--- config.mk ---
export PLATFORM = sky130hd
export DESIGN_NAME = uebrf_bank
export DESIGN_NICKNAME = d
export VERILOG_FILES = /design/src/logic/uebrf_pkg.sv /design/src/logic/uebrf_bank.sv /design/src/logic/uebrf_holdoff.sv
export SDC_FILE = /design/constraint.sdc
export NUM_CORES = 1
export LEC_CHECK = 0
export ABC_AREA = 1
export CAP_MARGIN = 20
export CORE_UTILIZATION = 35
export CTS_CLUSTER_SIZE = 30
export DETAILED_ROUTE_END_ITERATION = 10
export DONT_BUFFER_PORTS = 1
export GPL_TIMING_DRIVEN = 0
export HOLD_SLACK_MARGIN = 0.15
export PLACE_DENSITY_LB_ADDON = 0.05
export SLEW_MARGIN = 20
export SYNTH_ARGS = -nofsm -noshare
export SYNTH_HDL_FRONTEND = slang
export SYNTH_SLANG_ARGS = --single-unit
--- constraint.sdc ---
create_clock -name clk -period 4.75 [get_ports clk]
set_input_delay 0.475 -clock clk [delete_from_list [all_inputs] [get_ports clk]]
set_output_delay 0.475 -clock clk [all_outputs]
set_load 0.005 [all_outputs]
--- src/logic/uebrf_pkg.sv ---
// Shared constants and carrier types for the endpoint/level register bank
package uebrf_pkg;

    // ------------------------------------------------------------
    // Register offsets (byte addresses)
    // ------------------------------------------------------------
    localparam int             ADDR_W        = 8;
    localparam int             DATA_W        = 32;
    localparam logic [7:0]     OFS_INT_EP    = 8'h68;
    localparam logic [7:0]     OFS_HOLD_OFF  = 8'h6C;
    localparam logic [7:0]     OFS_FIFO_LVL  = 8'h70;

    // ------------------------------------------------------------
    // Field positions and widths
    // ------------------------------------------------------------
    localparam int             ALWAYS_BIT    = 31;
    localparam int             EVT_LSB       = 11;
    localparam int             EVT_W         = 9;
    localparam int             PIN_W         = 11;
    localparam int             DLY_W         = 16;
    localparam int             LVL_W         = 14;
    localparam int             RDLVL_LSB     = 16;
    localparam int             WRLVL_LSB     = 0;

    // ------------------------------------------------------------
    // Reset values
    // ------------------------------------------------------------
    localparam logic [15:0]    DLY_RST       = 16'h0800;
    localparam logic [31:0]    INT_EP_RST    = 32'h0000_0000;
    localparam logic [13:0]    LVL_RST       = 14'h0000;

    // ------------------------------------------------------------
    // Timing: one delay unit against the clock period
    // ------------------------------------------------------------
    localparam real            HOLD_UNIT_NS  = 16.667;
    localparam real            CLK_PERIOD_NS = 10.0;
    localparam int             ACC_W         = 16;
    localparam logic [15:0]    UNIT_PS       = 16'(int'(HOLD_UNIT_NS * 1000.0));
    localparam logic [15:0]    CLK_PS        = 16'(int'(CLK_PERIOD_NS * 1000.0));

    // ------------------------------------------------------------
    // Carriers
    // ------------------------------------------------------------
    typedef struct packed {
        logic [7:0]  addr;
        logic [31:0] wdata;
        logic        wr;
        logic        rd;
    } uebrf_bus_req_t;

    // Field order matches enable bits 19 down to 11
    typedef struct packed {
        logic mac_reset_timeout;
        logic rx_fifo_has_frame;
        logic transmit_halted;
        logic receive_halted;
        logic line_interface;
        logic transmit_fault;
        logic tx_buffer_underrun;
        logic tx_buffer_overrun;
        logic dropped_frame;
    } uebrf_events_t;

    typedef struct packed {
        logic dword;
        logic pkt_end;
        logic rewind;
    } uebrf_fifo_side_t;

endpackage : uebrf_pkg

--- src/logic/uebrf_bank.sv ---
// Interrupt endpoint gating, short-packet hold-off and RX FIFO levels
module uebrf_bank (
    input  wire logic                         clk,
    input  wire logic                         rst_b,
    input  wire uebrf_pkg::uebrf_bus_req_t    bus,
    output logic [uebrf_pkg::DATA_W-1:0]      rdata,
    input  wire logic                         poll_tick,
    input  wire uebrf_pkg::uebrf_events_t     events,
    input  wire logic [uebrf_pkg::PIN_W-1:0]  pin_events,
    output logic                              int_packet_send,
    input  wire logic                         short_pkt_pending,
    output logic                              short_pkt_release,
    input  wire uebrf_pkg::uebrf_fifo_side_t  wr_side,
    input  wire uebrf_pkg::uebrf_fifo_side_t  rd_side
);
    import uebrf_pkg::*;

    // ------------------------------------------------------------
    // Register state
    // ------------------------------------------------------------
    logic                  always_send_status_packet_q;
    logic [EVT_W-1:0]      event_gates_q;
    logic [PIN_W-1:0]      pin_event_gates_q;
    logic [DLY_W-1:0]      hold_off_q;
    logic [LVL_W-1:0]      receive_read_level_q;
    logic [LVL_W-1:0]      receive_read_level_d;
    logic [LVL_W-1:0]      receive_write_level_q;
    logic [LVL_W-1:0]      receive_write_level_d;
    logic [LVL_W-1:0]      wr_pkt_cnt_q;
    logic [LVL_W-1:0]      rd_pkt_cnt_q;
    logic [LVL_W-1:0]      wr_pkt_total;
    logic [LVL_W-1:0]      rd_pkt_total;
    logic                  event_pending_q;
    logic                  gated_hit;
    logic [EVT_W-1:0]      event_vec;
    logic [DATA_W-1:0]     rd_word;
    logic                  wr_int_ep;

    wire logic mac_reset_timeout_gate  = event_gates_q[8];
    wire logic transmit_halted_gate    = event_gates_q[6];
    wire logic receive_halted_gate     = event_gates_q[5];
    wire logic line_interface_event_gate = event_gates_q[4];
    wire logic transmit_fault_gate     = event_gates_q[3];
    wire logic tx_buffer_underrun_gate = event_gates_q[2];
    wire logic tx_buffer_overrun_gate  = event_gates_q[1];
    wire logic dropped_frame_gate      = event_gates_q[0];

    // ------------------------------------------------------------
    // Register writes
    // ------------------------------------------------------------
    assign wr_int_ep = bus.wr && (bus.addr == OFS_INT_EP);

    always_ff @(posedge clk or negedge rst_b)
    begin
        if (!rst_b)
        begin
            always_send_status_packet_q <= INT_EP_RST[ALWAYS_BIT];
            event_gates_q               <= INT_EP_RST[EVT_LSB +: EVT_W];
            pin_event_gates_q           <= INT_EP_RST[PIN_W-1:0];
        end
        else if (wr_int_ep)
        begin
            always_send_status_packet_q <= bus.wdata[ALWAYS_BIT];
            event_gates_q               <= bus.wdata[EVT_LSB +: EVT_W];
            pin_event_gates_q           <= bus.wdata[PIN_W-1:0];
        end
    end

    always_ff @(posedge clk or negedge rst_b)
    begin
        if (!rst_b)
            hold_off_q <= DLY_RST;
        else if (bus.wr && (bus.addr == OFS_HOLD_OFF))
            hold_off_q <= bus.wdata[DLY_W-1:0];
    end

    // ------------------------------------------------------------
    // Register reads
    // ------------------------------------------------------------
    // Level register has no write path at all; writes there are dropped.
    always_comb
    begin
        rd_word = '0;
        if (bus.addr == OFS_INT_EP)
        begin
            rd_word[ALWAYS_BIT]           = always_send_status_packet_q;
            rd_word[EVT_LSB +: EVT_W]     = event_gates_q;
            rd_word[PIN_W-1:0]            = pin_event_gates_q;
        end
        else if (bus.addr == OFS_HOLD_OFF)
            rd_word[DLY_W-1:0] = hold_off_q;
        else if (bus.addr == OFS_FIFO_LVL)
        begin
            rd_word[RDLVL_LSB +: LVL_W] = receive_read_level_q;
            rd_word[WRLVL_LSB +: LVL_W] = receive_write_level_q;
        end
    end

    // Read data stands only in the cycle after the strobe
    always_ff @(posedge clk or negedge rst_b)
    begin
        if (!rst_b)
            rdata <= '0;
        else if (bus.rd)
            rdata <= rd_word;
        else
            rdata <= '0;
    end

    // ------------------------------------------------------------
    // Interrupt endpoint event gating
    // ------------------------------------------------------------
    assign event_vec = events;
    assign gated_hit = |(event_vec & event_gates_q)
                     | |(pin_events & pin_event_gates_q);

    // New event in the send cycle is kept for the next interval
    always_ff @(posedge clk or negedge rst_b)
    begin
        if (!rst_b)
            event_pending_q <= 1'b0;
        else if (gated_hit)
            event_pending_q <= 1'b1;
        else if (poll_tick)
            event_pending_q <= 1'b0;
    end

    always_ff @(posedge clk or negedge rst_b)
    begin
        if (!rst_b)
            int_packet_send <= 1'b0;
        else
            int_packet_send <= poll_tick
                && (always_send_status_packet_q
                    || event_pending_q);
    end

    // ------------------------------------------------------------
    // Short bulk-in packet hold-off
    // ------------------------------------------------------------
    uebrf_holdoff u_holdoff (
        .clk           (clk),
        .rst_b         (rst_b),
        .short_pending (short_pkt_pending),
        .delay_units   (hold_off_q),
        .short_release (short_pkt_release)
    );

    // ------------------------------------------------------------
    // Per-packet DWORD tallies
    // ------------------------------------------------------------
    // Totals include a DWORD moving in the same cycle as the packet end.
    assign wr_pkt_total = wr_pkt_cnt_q + LVL_W'(wr_side.dword);
    assign rd_pkt_total = rd_pkt_cnt_q + LVL_W'(rd_side.dword);

    always_ff @(posedge clk or negedge rst_b)
    begin
        if (!rst_b)
            wr_pkt_cnt_q <= '0;
        else if (wr_side.pkt_end || wr_side.rewind)
            wr_pkt_cnt_q <= '0;
        else
            wr_pkt_cnt_q <= wr_pkt_total;
    end

    always_ff @(posedge clk or negedge rst_b)
    begin
        if (!rst_b)
            rd_pkt_cnt_q <= '0;
        else if (rd_side.pkt_end || rd_side.rewind)
            rd_pkt_cnt_q <= '0;
        else
            rd_pkt_cnt_q <= rd_pkt_total;
    end

    // ------------------------------------------------------------
    // Level counters
    // ------------------------------------------------------------
    // Wrap is not guarded: the FIFO itself cannot hold more than fits.
    always_comb
    begin
        receive_read_level_d = receive_read_level_q;
        if (wr_side.pkt_end && !wr_side.rewind)
            receive_read_level_d = receive_read_level_d
                                 + wr_pkt_total;
        if (rd_side.dword)
            receive_read_level_d = receive_read_level_d - 1'b1;
        if (rd_side.rewind)
            receive_read_level_d = receive_read_level_d
                                 + rd_pkt_total;
    end

    always_comb
    begin
        receive_write_level_d = receive_write_level_q;
        if (wr_side.dword)
            receive_write_level_d = receive_write_level_d
                                  + 1'b1;
        if (rd_side.pkt_end && !rd_side.rewind)
            receive_write_level_d = receive_write_level_d
                                  - rd_pkt_total;
        if (wr_side.rewind)
            receive_write_level_d = receive_write_level_d
                                  - wr_pkt_total;
    end

    always_ff @(posedge clk or negedge rst_b)
    begin
        if (!rst_b)
        begin
            receive_read_level_q  <= LVL_RST;
            receive_write_level_q <= LVL_RST;
        end
        else
        begin
            receive_read_level_q  <= receive_read_level_d;
            receive_write_level_q <= receive_write_level_d;
        end
    end
endmodule : uebrf_bank

--- src/logic/uebrf_holdoff.sv ---
// Short bulk-in packet hold-off timer with fractional unit divider
module uebrf_holdoff (
    input  wire logic                       clk,
    input  wire logic                       rst_b,
    input  wire logic                       short_pending,
    input  wire logic [uebrf_pkg::DLY_W-1:0] delay_units,
    output logic                            short_release
);
    import uebrf_pkg::*;

    typedef enum logic [2:0] {
        HO_IDLE = 3'b001,
        HO_WAIT = 3'b010,
        HO_DONE = 3'b100
    } uebrf_ho_state_t;

    uebrf_ho_state_t   state_q;
    logic [ACC_W-1:0]  acc_q;
    logic [ACC_W:0]    acc_sum;
    logic              tick;
    logic [DLY_W-1:0]  cnt_q;
    logic              pend_q;
    logic              new_pkt;

    // ------------------------------------------------------------
    // Unit divider
    // ------------------------------------------------------------
    // Unit is not a whole number of cycles; accumulate picoseconds so
    // the average tick rate matches the unit without drift.
    assign acc_sum = {1'b0, acc_q} + {1'b0, CLK_PS};
    assign tick    = (acc_sum >= {1'b0, UNIT_PS});

    always_ff @(posedge clk or negedge rst_b)
    begin
        if (!rst_b)
            acc_q <= '0;
        else if (tick)
            acc_q <= ACC_W'(acc_sum - {1'b0, UNIT_PS});
        else
            acc_q <= acc_sum[ACC_W-1:0];
    end

    // ------------------------------------------------------------
    // Hold-off sequence
    // ------------------------------------------------------------
    assign new_pkt = short_pending && !pend_q;

    always_ff @(posedge clk or negedge rst_b)
    begin
        if (!rst_b)
            pend_q <= 1'b0;
        else
            pend_q <= short_pending;
    end

    always_ff @(posedge clk or negedge rst_b)
    begin
        if (!rst_b)
        begin
            state_q       <= HO_IDLE;
            cnt_q         <= '0;
            short_release <= 1'b0;
        end
        else
        begin
            short_release <= 1'b0;
            if (new_pkt)
            begin
                state_q <= HO_WAIT;
                cnt_q   <= delay_units;
            end
            else
            begin
                case (state_q)
                    HO_WAIT:
                        if (!short_pending)
                            state_q <= HO_IDLE;
                        else if (cnt_q == '0)
                        begin
                            short_release <= 1'b1;
                            state_q       <= HO_DONE;
                        end
                        else if (tick)
                            cnt_q <= cnt_q - 1'b1;
                    HO_DONE:
                        if (!short_pending)
                            state_q <= HO_IDLE;
                    default:
                        state_q <= HO_IDLE;
                endcase
            end
        end
    end
endmodule : uebrf_holdoff

==> results of run 1 <==
-- final timing paths --
check	startpoint	slack, ns	to
max in group asynchronous	rst_b	3.37	receive_read_level_q[12]
min in group asynchronous	rst_b	0.66	u_holdoff.pend_q
worst min-delay path	bus[20]	0.18	event_gates_q[7]
worst max-delay path	receive_write_level_q[0]	0.43	receive_write_level_q[13]
worst max register to register	receive_write_level_q[0]	0.43	receive_write_level_q[13]
worst min register to register	hold_off_q[12]	0.49	hold_off_q[12]
-- cell families (layout without fill, tap and decap cells) --
kind of cell / Yosys count / count (layout) / share of synthesized area, %
AOI/OAI and AO/OA: 201 / 201 / 10.3
DFF: 163 / 163 / 36.5
xor gates and xnor gates: 84 / 84 / 6.59
and+or+nand+nor: 776 / 776 / 29.8
adders and majority gates: 69 / 69 / 8.00
other: 1 / 1 / 0.0336
buffers and inverters: 244 / 283 / 8.45
muxes: 3 / 3 / 0.302
-- cells in the mapped netlist, types with 3 or more instances --
cell / n
nand2_4: 3
nor2_4: 3
fa_1: 4
mux2_2: 3
xnor2_1: 23
buf_1: 3
nand3b_1: 3
xor2_1: 61
clkinv_1: 5
o21ai_1: 3
nor3_1: 32
a221oi_1: 6
a31oi_1: 7
ha_1: 65
nand2_2: 3
a22o_1: 5
or2_2: 10
clkbuf_1: 23
a21o_1: 3
nand4_1: 28
o21ai_0: 89
o211ai_1: 9
nand2_1: 437
inv_1: 204
nand3_1: 111
buf_4: 3
a21oi_1: 62
dfrtp_1: 161
nor2_1: 132
and2_1: 3
o31ai_1: 3
nor4_1: 4
-- routing by layer --
metal,GRT usage [%],wire length [um]
met1,28.2,16100
met2,35.9,16100
met3,3.44,1310
met4,7.11,711
met5,0,0
-- report_power, final --
part | internal (mW) | switching (mW)
registers | 1.54 | 0.174
clock network | 0.795 | 0.634
logic | 0.863 | 1.50
-- cell type report --
| type | count | area (um^2) |
|---|---|---|
| multi-input cells | 1134 | 6550 |
| well taps | 402 | 503 |
| inverters | 212 | 798 |
| clock buffers | 18 | 439 |
| clock inverters | 12 | 148 |
| fillers | 3368 | 18700 |
| flip-flops and latches | 163 | 4080 |
| plain buffers | 32 | 145 |
| repair buffers | 9 | 95.1 |
-- state kept, by name, indices dropped and copies added, names as in the netlist --
signal                       cells
always_send_status_packet_q      1
event_gates_q                    9
event_pending_q                  1
hold_off_q                      16
int_packet_send                  1
pin_event_gates_q               11
rd_pkt_cnt_q                    14
rdata                           31
receive_read_level_q            14
receive_write_level_q           14
u_holdoff.acc_q                 16
u_holdoff.cnt_q                 16
u_holdoff.pend_q                 1
u_holdoff.short_release          1
u_holdoff.state_q                3
wr_pkt_cnt_q                    14
-- through the flow --
step           hold slack [ns]  util [%]  power (mW)  instances  TNS (ns)
6_report                 0.179      40.5        5.51       1982         0
5_1_grt                  0.159      40.5        5.97       1982   -0.0109
4_1_cts                  0.154      39.2        5.43       1977         0
3_5_place_dp             0.183      37.1        3.94       1943    -0.194
3_3_place_gp             0.183      37.1        3.94       1943    -0.158
2_1_floorplan            0.179         -        3.40       1541         0
-- repair_timing --
| action | 4_1_cts | 5_1_grt |
|---|---|---|
| setup buffers | 0 | 5 |
| hold endpoints to repair | 166 | 0 |
| pin swaps | 0 | 12 |
| endpoints found under the setup margin | 1 | 6 |
| cloned | 0 | 0 |
| gates resized for setup | 1 | 82 |
| hold buffers | 4 | 0 |
==> impl_summary.log, run 1 <==
[metrics] result of the run: finished, final reports clean
[metrics] kind of end point of the critical path: register
[metrics] shortest period the worst path allows: 4.32 ns
[metrics] clock tree skew after final layout: 0.0115 ns
[metrics] all-layer global routing usage: 21.5%
[metrics] highest clock frequency the design can meet: 0.232 GHz
[metrics] number of max-capacitance violations reported: 0
[metrics] predominant post-synthesis flop cell: dfrtp_1
[metrics] power density relative to cell area: 432 nW/um^2
[metrics] Slowest Stage Delay on Critical Path: 0.41 ns
[metrics] type of the tightest min-delay check: primary input to register
[metrics] most common cell after layout, fill and taps aside: nand2_1
[metrics] number of buffers and inverters on the critical path: 2
[metrics] hpwl dp: 26.9 mm
[metrics] Synth Area per Inst: 7.25 um^2
[metrics] total routed wirelength: 34.3 mm
[metrics] number of vias in the routed layout: 9868
[metrics] final setup slack of the worst path: 0.431 ns
[metrics] finished layout cell area: 12800 um^2
[metrics] ANT nets after route: 0
[metrics] Worst setup SP type: register
[metrics] fraction of registers with async set/reset: 100%
[metrics] Yosys Warn Count: 0
[metrics] boundary pin count: 106
[metrics] global-route wire length before repair: 53.4 mm
[metrics] number of H-tree levels: 4
[metrics] Die Height: 181 um
[metrics] first drt pass iteration count: 5
[metrics] final setup violating endpoints: 0
[metrics] Max Root-Sink Buffers: 2
[metrics] number of synthesized flops with an enable pin: 0
[metrics] clock latency of the later-clocked register in the worst-skew pair: 0.44 ns
[metrics] Die X-Extent: 181 um
[metrics] Sink Count: 163
[metrics] vias in the first global route: 9677
[metrics] crit-path max FO: 4
[metrics] critical path required time: 5.09 ns
[metrics] fraction of synthesized cell area taken by the top area cell type: 36.1%
[metrics] sequential area share after synthesis: 36.5%
[metrics] headroom to the max-slew limit: 40.2%
[metrics] wire length per cell after detailed routing: 17.3 um
[metrics] slew at the pin closest to its max-slew limit: 0.897 ns
[metrics] number of core rows: 65
[metrics] final worst path period share: 90.9%
[metrics] clock root cell: clkbuf_16
[metrics] TritonCTS clock tree: built
[metrics] die area: 32600 um^2
[metrics] crit path DAT: 4.66 ns
[metrics] number of cells on the worst hold path: 1
[metrics] worst-path cell with the longest stage delay: dfrtp_2
[metrics] cell type with the highest aggregate area in the netlist: dfrtp_1
[metrics] count of unresolved DRC violations after routing: 0
[metrics] family of cells with the greatest summed delay on the critical path: simple AND/OR/NAND/NOR gates
[metrics] Antenna Diode Count: 0
[metrics] number of pins exceeding their max-slew limit in the final report: 0
[metrics] hold violation total from the final report: 0
[metrics] vias per cell: 4.98
[metrics] cell type with the highest occurrence count on the critical path: nand2_1
[metrics] initial DRC count: 547
[metrics] top library cells by usage in the layout, fill and taps aside: 427 x nand2_1, 204 x inv_1, 160 x dfrtp_1
[metrics] final net count: 1710
[metrics] peak supply drop: 0.000260 V
[metrics] syn nets: 1682
[metrics] Gate Count Post-Synth: 1541
[metrics] Netlist cell types: 54
[metrics] most area-consuming cells after synthesis: dfrtp_1 36%, nand2_1 15%, ha_1 7.3%
[metrics] clock transition at the register clock pins on the worst setup and hold paths after CTS: 0.07 ns
[metrics] antenna violations before repair: 1
[metrics] Placement Setup Slack: -0.110 ns
[metrics] classification of the worst setup path: register to register
[metrics] Congestion Overflow GR: 0
[metrics] Post-DP Area: 11700 um^2
[metrics] post-synthesis to final-layout area growth: 14.2%
[metrics] Leak Pwr: 6.39 nW
[metrics] register bit total from synthesis: 163
[metrics] quantity of I/O buffers inserted on ports: 0
[metrics] reg2reg path depth: 26
[metrics] share of cells above drive strength 1: 8.92%
[metrics] final weighted congestion in routability-driven placement: 0.863
[metrics] number of buffers inserted during clock tree synthesis: 17
[metrics] maximum number of pins on one net before global-route repair: 164
[metrics] Initial Util: 35.5%
[metrics] area of the mapped netlist: 11200 um^2
[metrics] stages on the worst setup path: 26
[metrics] core outline area: 31500 um^2
(Power assumes the default switching activity.)
==> inputs of run 2 (changes only) <==
--- a/config.mk
+++ b/config.mk
@@ -6,15 +6,17 @@
 export NUM_CORES = 1
 export LEC_CHECK = 0
 export ABC_AREA = 1
+export BUFFER_PORTS_ARGS = -buffer_cell sky130_fd_sc_hd__buf_2
 export CAP_MARGIN = 20
+export CORE_ASPECT_RATIO = 1.5
 export CORE_UTILIZATION = 35
 export CTS_CLUSTER_SIZE = 30
 export DETAILED_ROUTE_END_ITERATION = 10
-export DONT_BUFFER_PORTS = 1
 export GPL_TIMING_DRIVEN = 0
 export HOLD_SLACK_MARGIN = 0.15
 export PLACE_DENSITY_LB_ADDON = 0.05
 export SLEW_MARGIN = 20
 export SYNTH_ARGS = -nofsm -noshare
 export SYNTH_HDL_FRONTEND = slang
+export SYNTH_HIERARCHICAL = 1
 export SYNTH_SLANG_ARGS = --single-unit
==> impl_summary.log, run 2 <==
[metrics] Yosys Warn Count: 6 (+6)
[metrics] hold violation total from the final report: 0 (unchanged)
[metrics] sequential area share after synthesis: 35.1% (-1.4 points)
[metrics] most area-consuming cells after synthesis: dfrtp_1 35%, nand2_1 15%, inv_1 7.4%
[metrics] slew at the pin closest to its max-slew limit: 0.738 ns (-0.158 ns)
[metrics] Post-DP Area: 12600 um^2 (+8.2%)
[metrics] crit path DAT: 4.69 ns (+0.03 ns)
[metrics] vias per cell: 4.88 (-2.1%)
[metrics] number of cells in the design after placement: 2140 (+10%)
[metrics] final worst path period share: 91.7% (+0.77 points)
[metrics] wire length per cell after detailed routing: 16.2 um (-6.3%)
[metrics] most common cell after layout, fill and taps aside: nand2_1
[metrics] fraction of registers with async set/reset: 100% (unchanged)
[metrics] kind of end point of the critical path: register
[metrics] critical path required time: 5.09 ns (about the same)
[metrics] Congestion Overflow GR: 0 (unchanged)
[metrics] endpoint of the worst hold-timing path: event_gates_q[6]
[metrics] most common cell in the netlist: nand2_1
[metrics] Die Height: 225 um (+25%)
[metrics] core outline area: 32600 um^2 (+3.7%)
[metrics] worst-path cell with the longest stage delay: dfrtp_1
[metrics] highest clock frequency the design can meet: 0.230 GHz (-0.84%)
[metrics] type of the tightest min-delay check: primary input to register
[metrics] max reg flops: 31 (unchanged)
[metrics] share of cells above drive strength 1: 13.8% (+4.9 points)
[metrics] result of the run: finished, final reports clean
[metrics] final setup TNS: 0 ns (unchanged)
[metrics] startpoint of the lowest-slack hold path: bus[19]
[metrics] quantity of I/O buffers inserted on ports: 91 (+91)
[metrics] crit-path max FO: 6 (+2)
[metrics] final cell count without fillers: 2177 (+9.8%)
[metrics] startpoint of the lowest-slack register-to-register path: receive_write_level_q[0]
[metrics] area of the mapped netlist: 11600 um^2 (+4.1%)
[metrics] number of synthesized flops with an enable pin: 0 (unchanged)
[metrics] Slowest Stage Delay on Critical Path: 0.47 ns (+0.06 ns)
[metrics] die area: 34000 um^2 (+4.1%)
[metrics] number of buffers inserted during clock tree synthesis: 17 (unchanged)
[metrics] fraction of synthesized cell area taken by the top area cell type: 34.7% (-1.4 points)
[metrics] cell type with the highest aggregate area in the netlist: dfrtp_1
[metrics] shortest period the worst path allows: 4.36 ns (+0.0365 ns)
[metrics] clock tree skew after final layout: 0.0115 ns (-0.0000204 ns)
[metrics] final net count: 1890 (+11%)
[metrics] Max Root-Sink Buffers: 2 (unchanged)
[metrics] Commonest cells post-synth: 473 x nand2_1, 229 x inv_1, 161 x dfrtp_1, 118 x nor2_1, 114 x nand3_1
[metrics] final-layout fill cell count: 3450 (+2.4%)
[metrics] antenna violations before repair: 0 (-1)
[metrics] clock latency of the later-clocked register in the worst-skew pair: 0.45 ns (about the same)
[metrics] clock root cell: clkbuf_16
[metrics] smallest hold slack: 0.250 ns (+0.0712 ns)
[metrics] Worst setup SP type: register
[metrics] number of pins exceeding their max-slew limit in the final report: 0 (unchanged)
[metrics] Gate Count Post-Synth: 1633 (+6.0%)
[metrics] Die X-Extent: 151 um (-17%)
[metrics] count of unresolved DRC violations after routing: 0 (unchanged)
[metrics] predominant post-synthesis flop cell: dfrtp_1
[metrics] finished layout cell area: 13500 um^2 (+5.9%)
[metrics] headroom to the max-slew limit: 50.8% (+11 points)
[metrics] vias in the first global route: 10700 (+11%)
[metrics] final weighted congestion in routability-driven placement: 0.861 (-0.14%)
[metrics] total routed wirelength: 35.2 mm (+2.9%)
[metrics] maximum number of pins on one net before global-route repair: 87 (-47%)
[metrics] clock transition at the register clock pins on the worst setup and hold paths after CTS: 0.07 ns (about the same)
[metrics] number of vias in the routed layout: 10600 (+7.6%)
[metrics] Reg2Reg Setup Slack: 0.39 ns (-0.04 ns)
[metrics] ANT nets after route: 0 (unchanged)
[metrics] Initial Util: 35.6% (+0.13 points)
[metrics] Netlist cell types: 59 (+9.3%)
[metrics] register with the most flip-flops: rdata
[metrics] boundary pin count: 106 (unchanged)
[metrics] Leak Pwr: 7.01 nW (+9.6%)
[metrics] endpoint of the most critical register-to-register path: receive_write_level_q[13]
[metrics] final setup violating endpoints: 0 (unchanged)
[metrics] Sink Count: 163 (unchanged)
[metrics] family of cells with the greatest summed delay on the critical path: simple AND/OR/NAND/NOR gates
[metrics] number of max-capacitance violations reported: 0 (unchanged)
[metrics] classification of the worst setup path: register to register
[metrics] top library cells by usage in the layout, fill and taps aside: 462 x nand2_1, 229 x inv_1, 161 x dfrtp_1
[metrics] TritonCTS clock tree: built
[metrics] syn nets: 1774 (+5.5%)
[metrics] number of core rows: 81 (+25%)
[metrics] all-layer global routing usage: 21.9% (+0.43 points)
[metrics] power density relative to cell area: 417 nW/um^2 (-3.4%)
[metrics] Synth Area per Inst: 7.12 um^2 (-1.8%)
[metrics] reg2reg path depth: 25 (-3.8%)
[metrics] peak supply drop: 0.000242 V (-7.0%)
[metrics] global-route wire length before repair: 56.4 mm (+5.5%)
[metrics] first drt pass iteration count: 5 (unchanged)
[metrics] hpwl dp: 28.5 mm (+6.0%)
[metrics] Final Power: 5.63 mW (+2.2%)
[metrics] initial DRC count: 375 (-31%)
[metrics] post-synthesis to final-layout area growth: 16.2%
[metrics] number of cells on the worst hold path: 2 (+1)
[metrics] number of buffers and inverters on the critical path: 3 (+1)
[metrics] number of H-tree levels: 4 (unchanged)
[metrics] register bit total from synthesis: 163 (unchanged)
[metrics] Antenna Diode Count: 0 (unchanged)
==> run 2: per-layer routing <==
| metal | part of all wire (%) | wire length [um] | GRT usage, % |
|---|---|---|---|
| met4 | 4.3 | 1500 | 9.74 |
| met1 | 42 | 14600 | 24.9 |
| met5 | 0 | 0 | 0 |
| met3 | 2.2 | 783 | 2.67 |
| met2 | 52 | 18300 | 40.3 |
==> run 2: power breakdown <==
part	leakage (nW)	switching [mW]	total (mW)	internal, mW
registers	2.16	0.231	1.80	1.57
logic	4.56	1.52	2.44	0.914
clock network	0.285	0.692	1.39	0.703
total	7.01	2.45	5.63	3.19
==> run 2: cell families after synthesis <==
kind of cell	after synthesis	share of synthesized area, %
other cells	1	0.0323
flops	163	35.1
mux	3	0.291
buf+inv	271	9.36
compound gates	253	12.1
xor+xnor	58	4.57
simple gates	815	30.9
fa+ha+maj	69	7.69
==> run 2: area by class of cell <==
cell class / instances / area (um^2) / share of cell area (%)
well taps: 415 / 519 / 3.85
clock inverters: 15 / 159 / 1.18
multi-input cells: 1199 / 6700 / 49.6
inverters: 233 / 877 / 6.49
flip-flops and latches: 163 / 4080 / 30.2
clock buffers: 17 / 425 / 3.15
repair buffers: 97 / 536 / 3.97
plain buffers: 38 / 210 / 1.56
==> run 2: worst max-delay path by stage <==
stage | start | slack, ns | end | depth (start not counted)
final | receive_write_level_q[0] | 0.39 | receive_write_level_q[13] | 25
after global routing | wr_pkt_cnt_q[0] | -0.04 | receive_read_level_q[13] | 33
after global placement | wr_side[2] | -0.43 | receive_read_level_q[13] | 29
after CTS | wr_pkt_cnt_q[0] | 0.007 | receive_read_level_q[13] | 32
after detailed placement | wr_side[2] | -0.42 | receive_read_level_q[13] | 29
after floorplan | wr_side[2] | 0.85 | receive_read_level_q[13] | 34
==> run 2: through the flow <==
stage | setup slack [ns] | utilization, %
finish | 0.395 | 41.4
global route | -0.0414 | 41.4
CTS | 0.00734 | 40.6
detailed placement | -0.419 | 38.7
global placement | -0.435 | 38.6
floorplan | 0.854 | -
==> run 2: timing repair <==
action / in CTS / in global routing
endpoints found under the hold margin: 78 / 0
gates resized for setup: 3 / 48
setup buffers: 0 / 3
setup endpoints to repair: 1 / 6
hold buffers: 2 / 0
pin swaps: 0 / 3
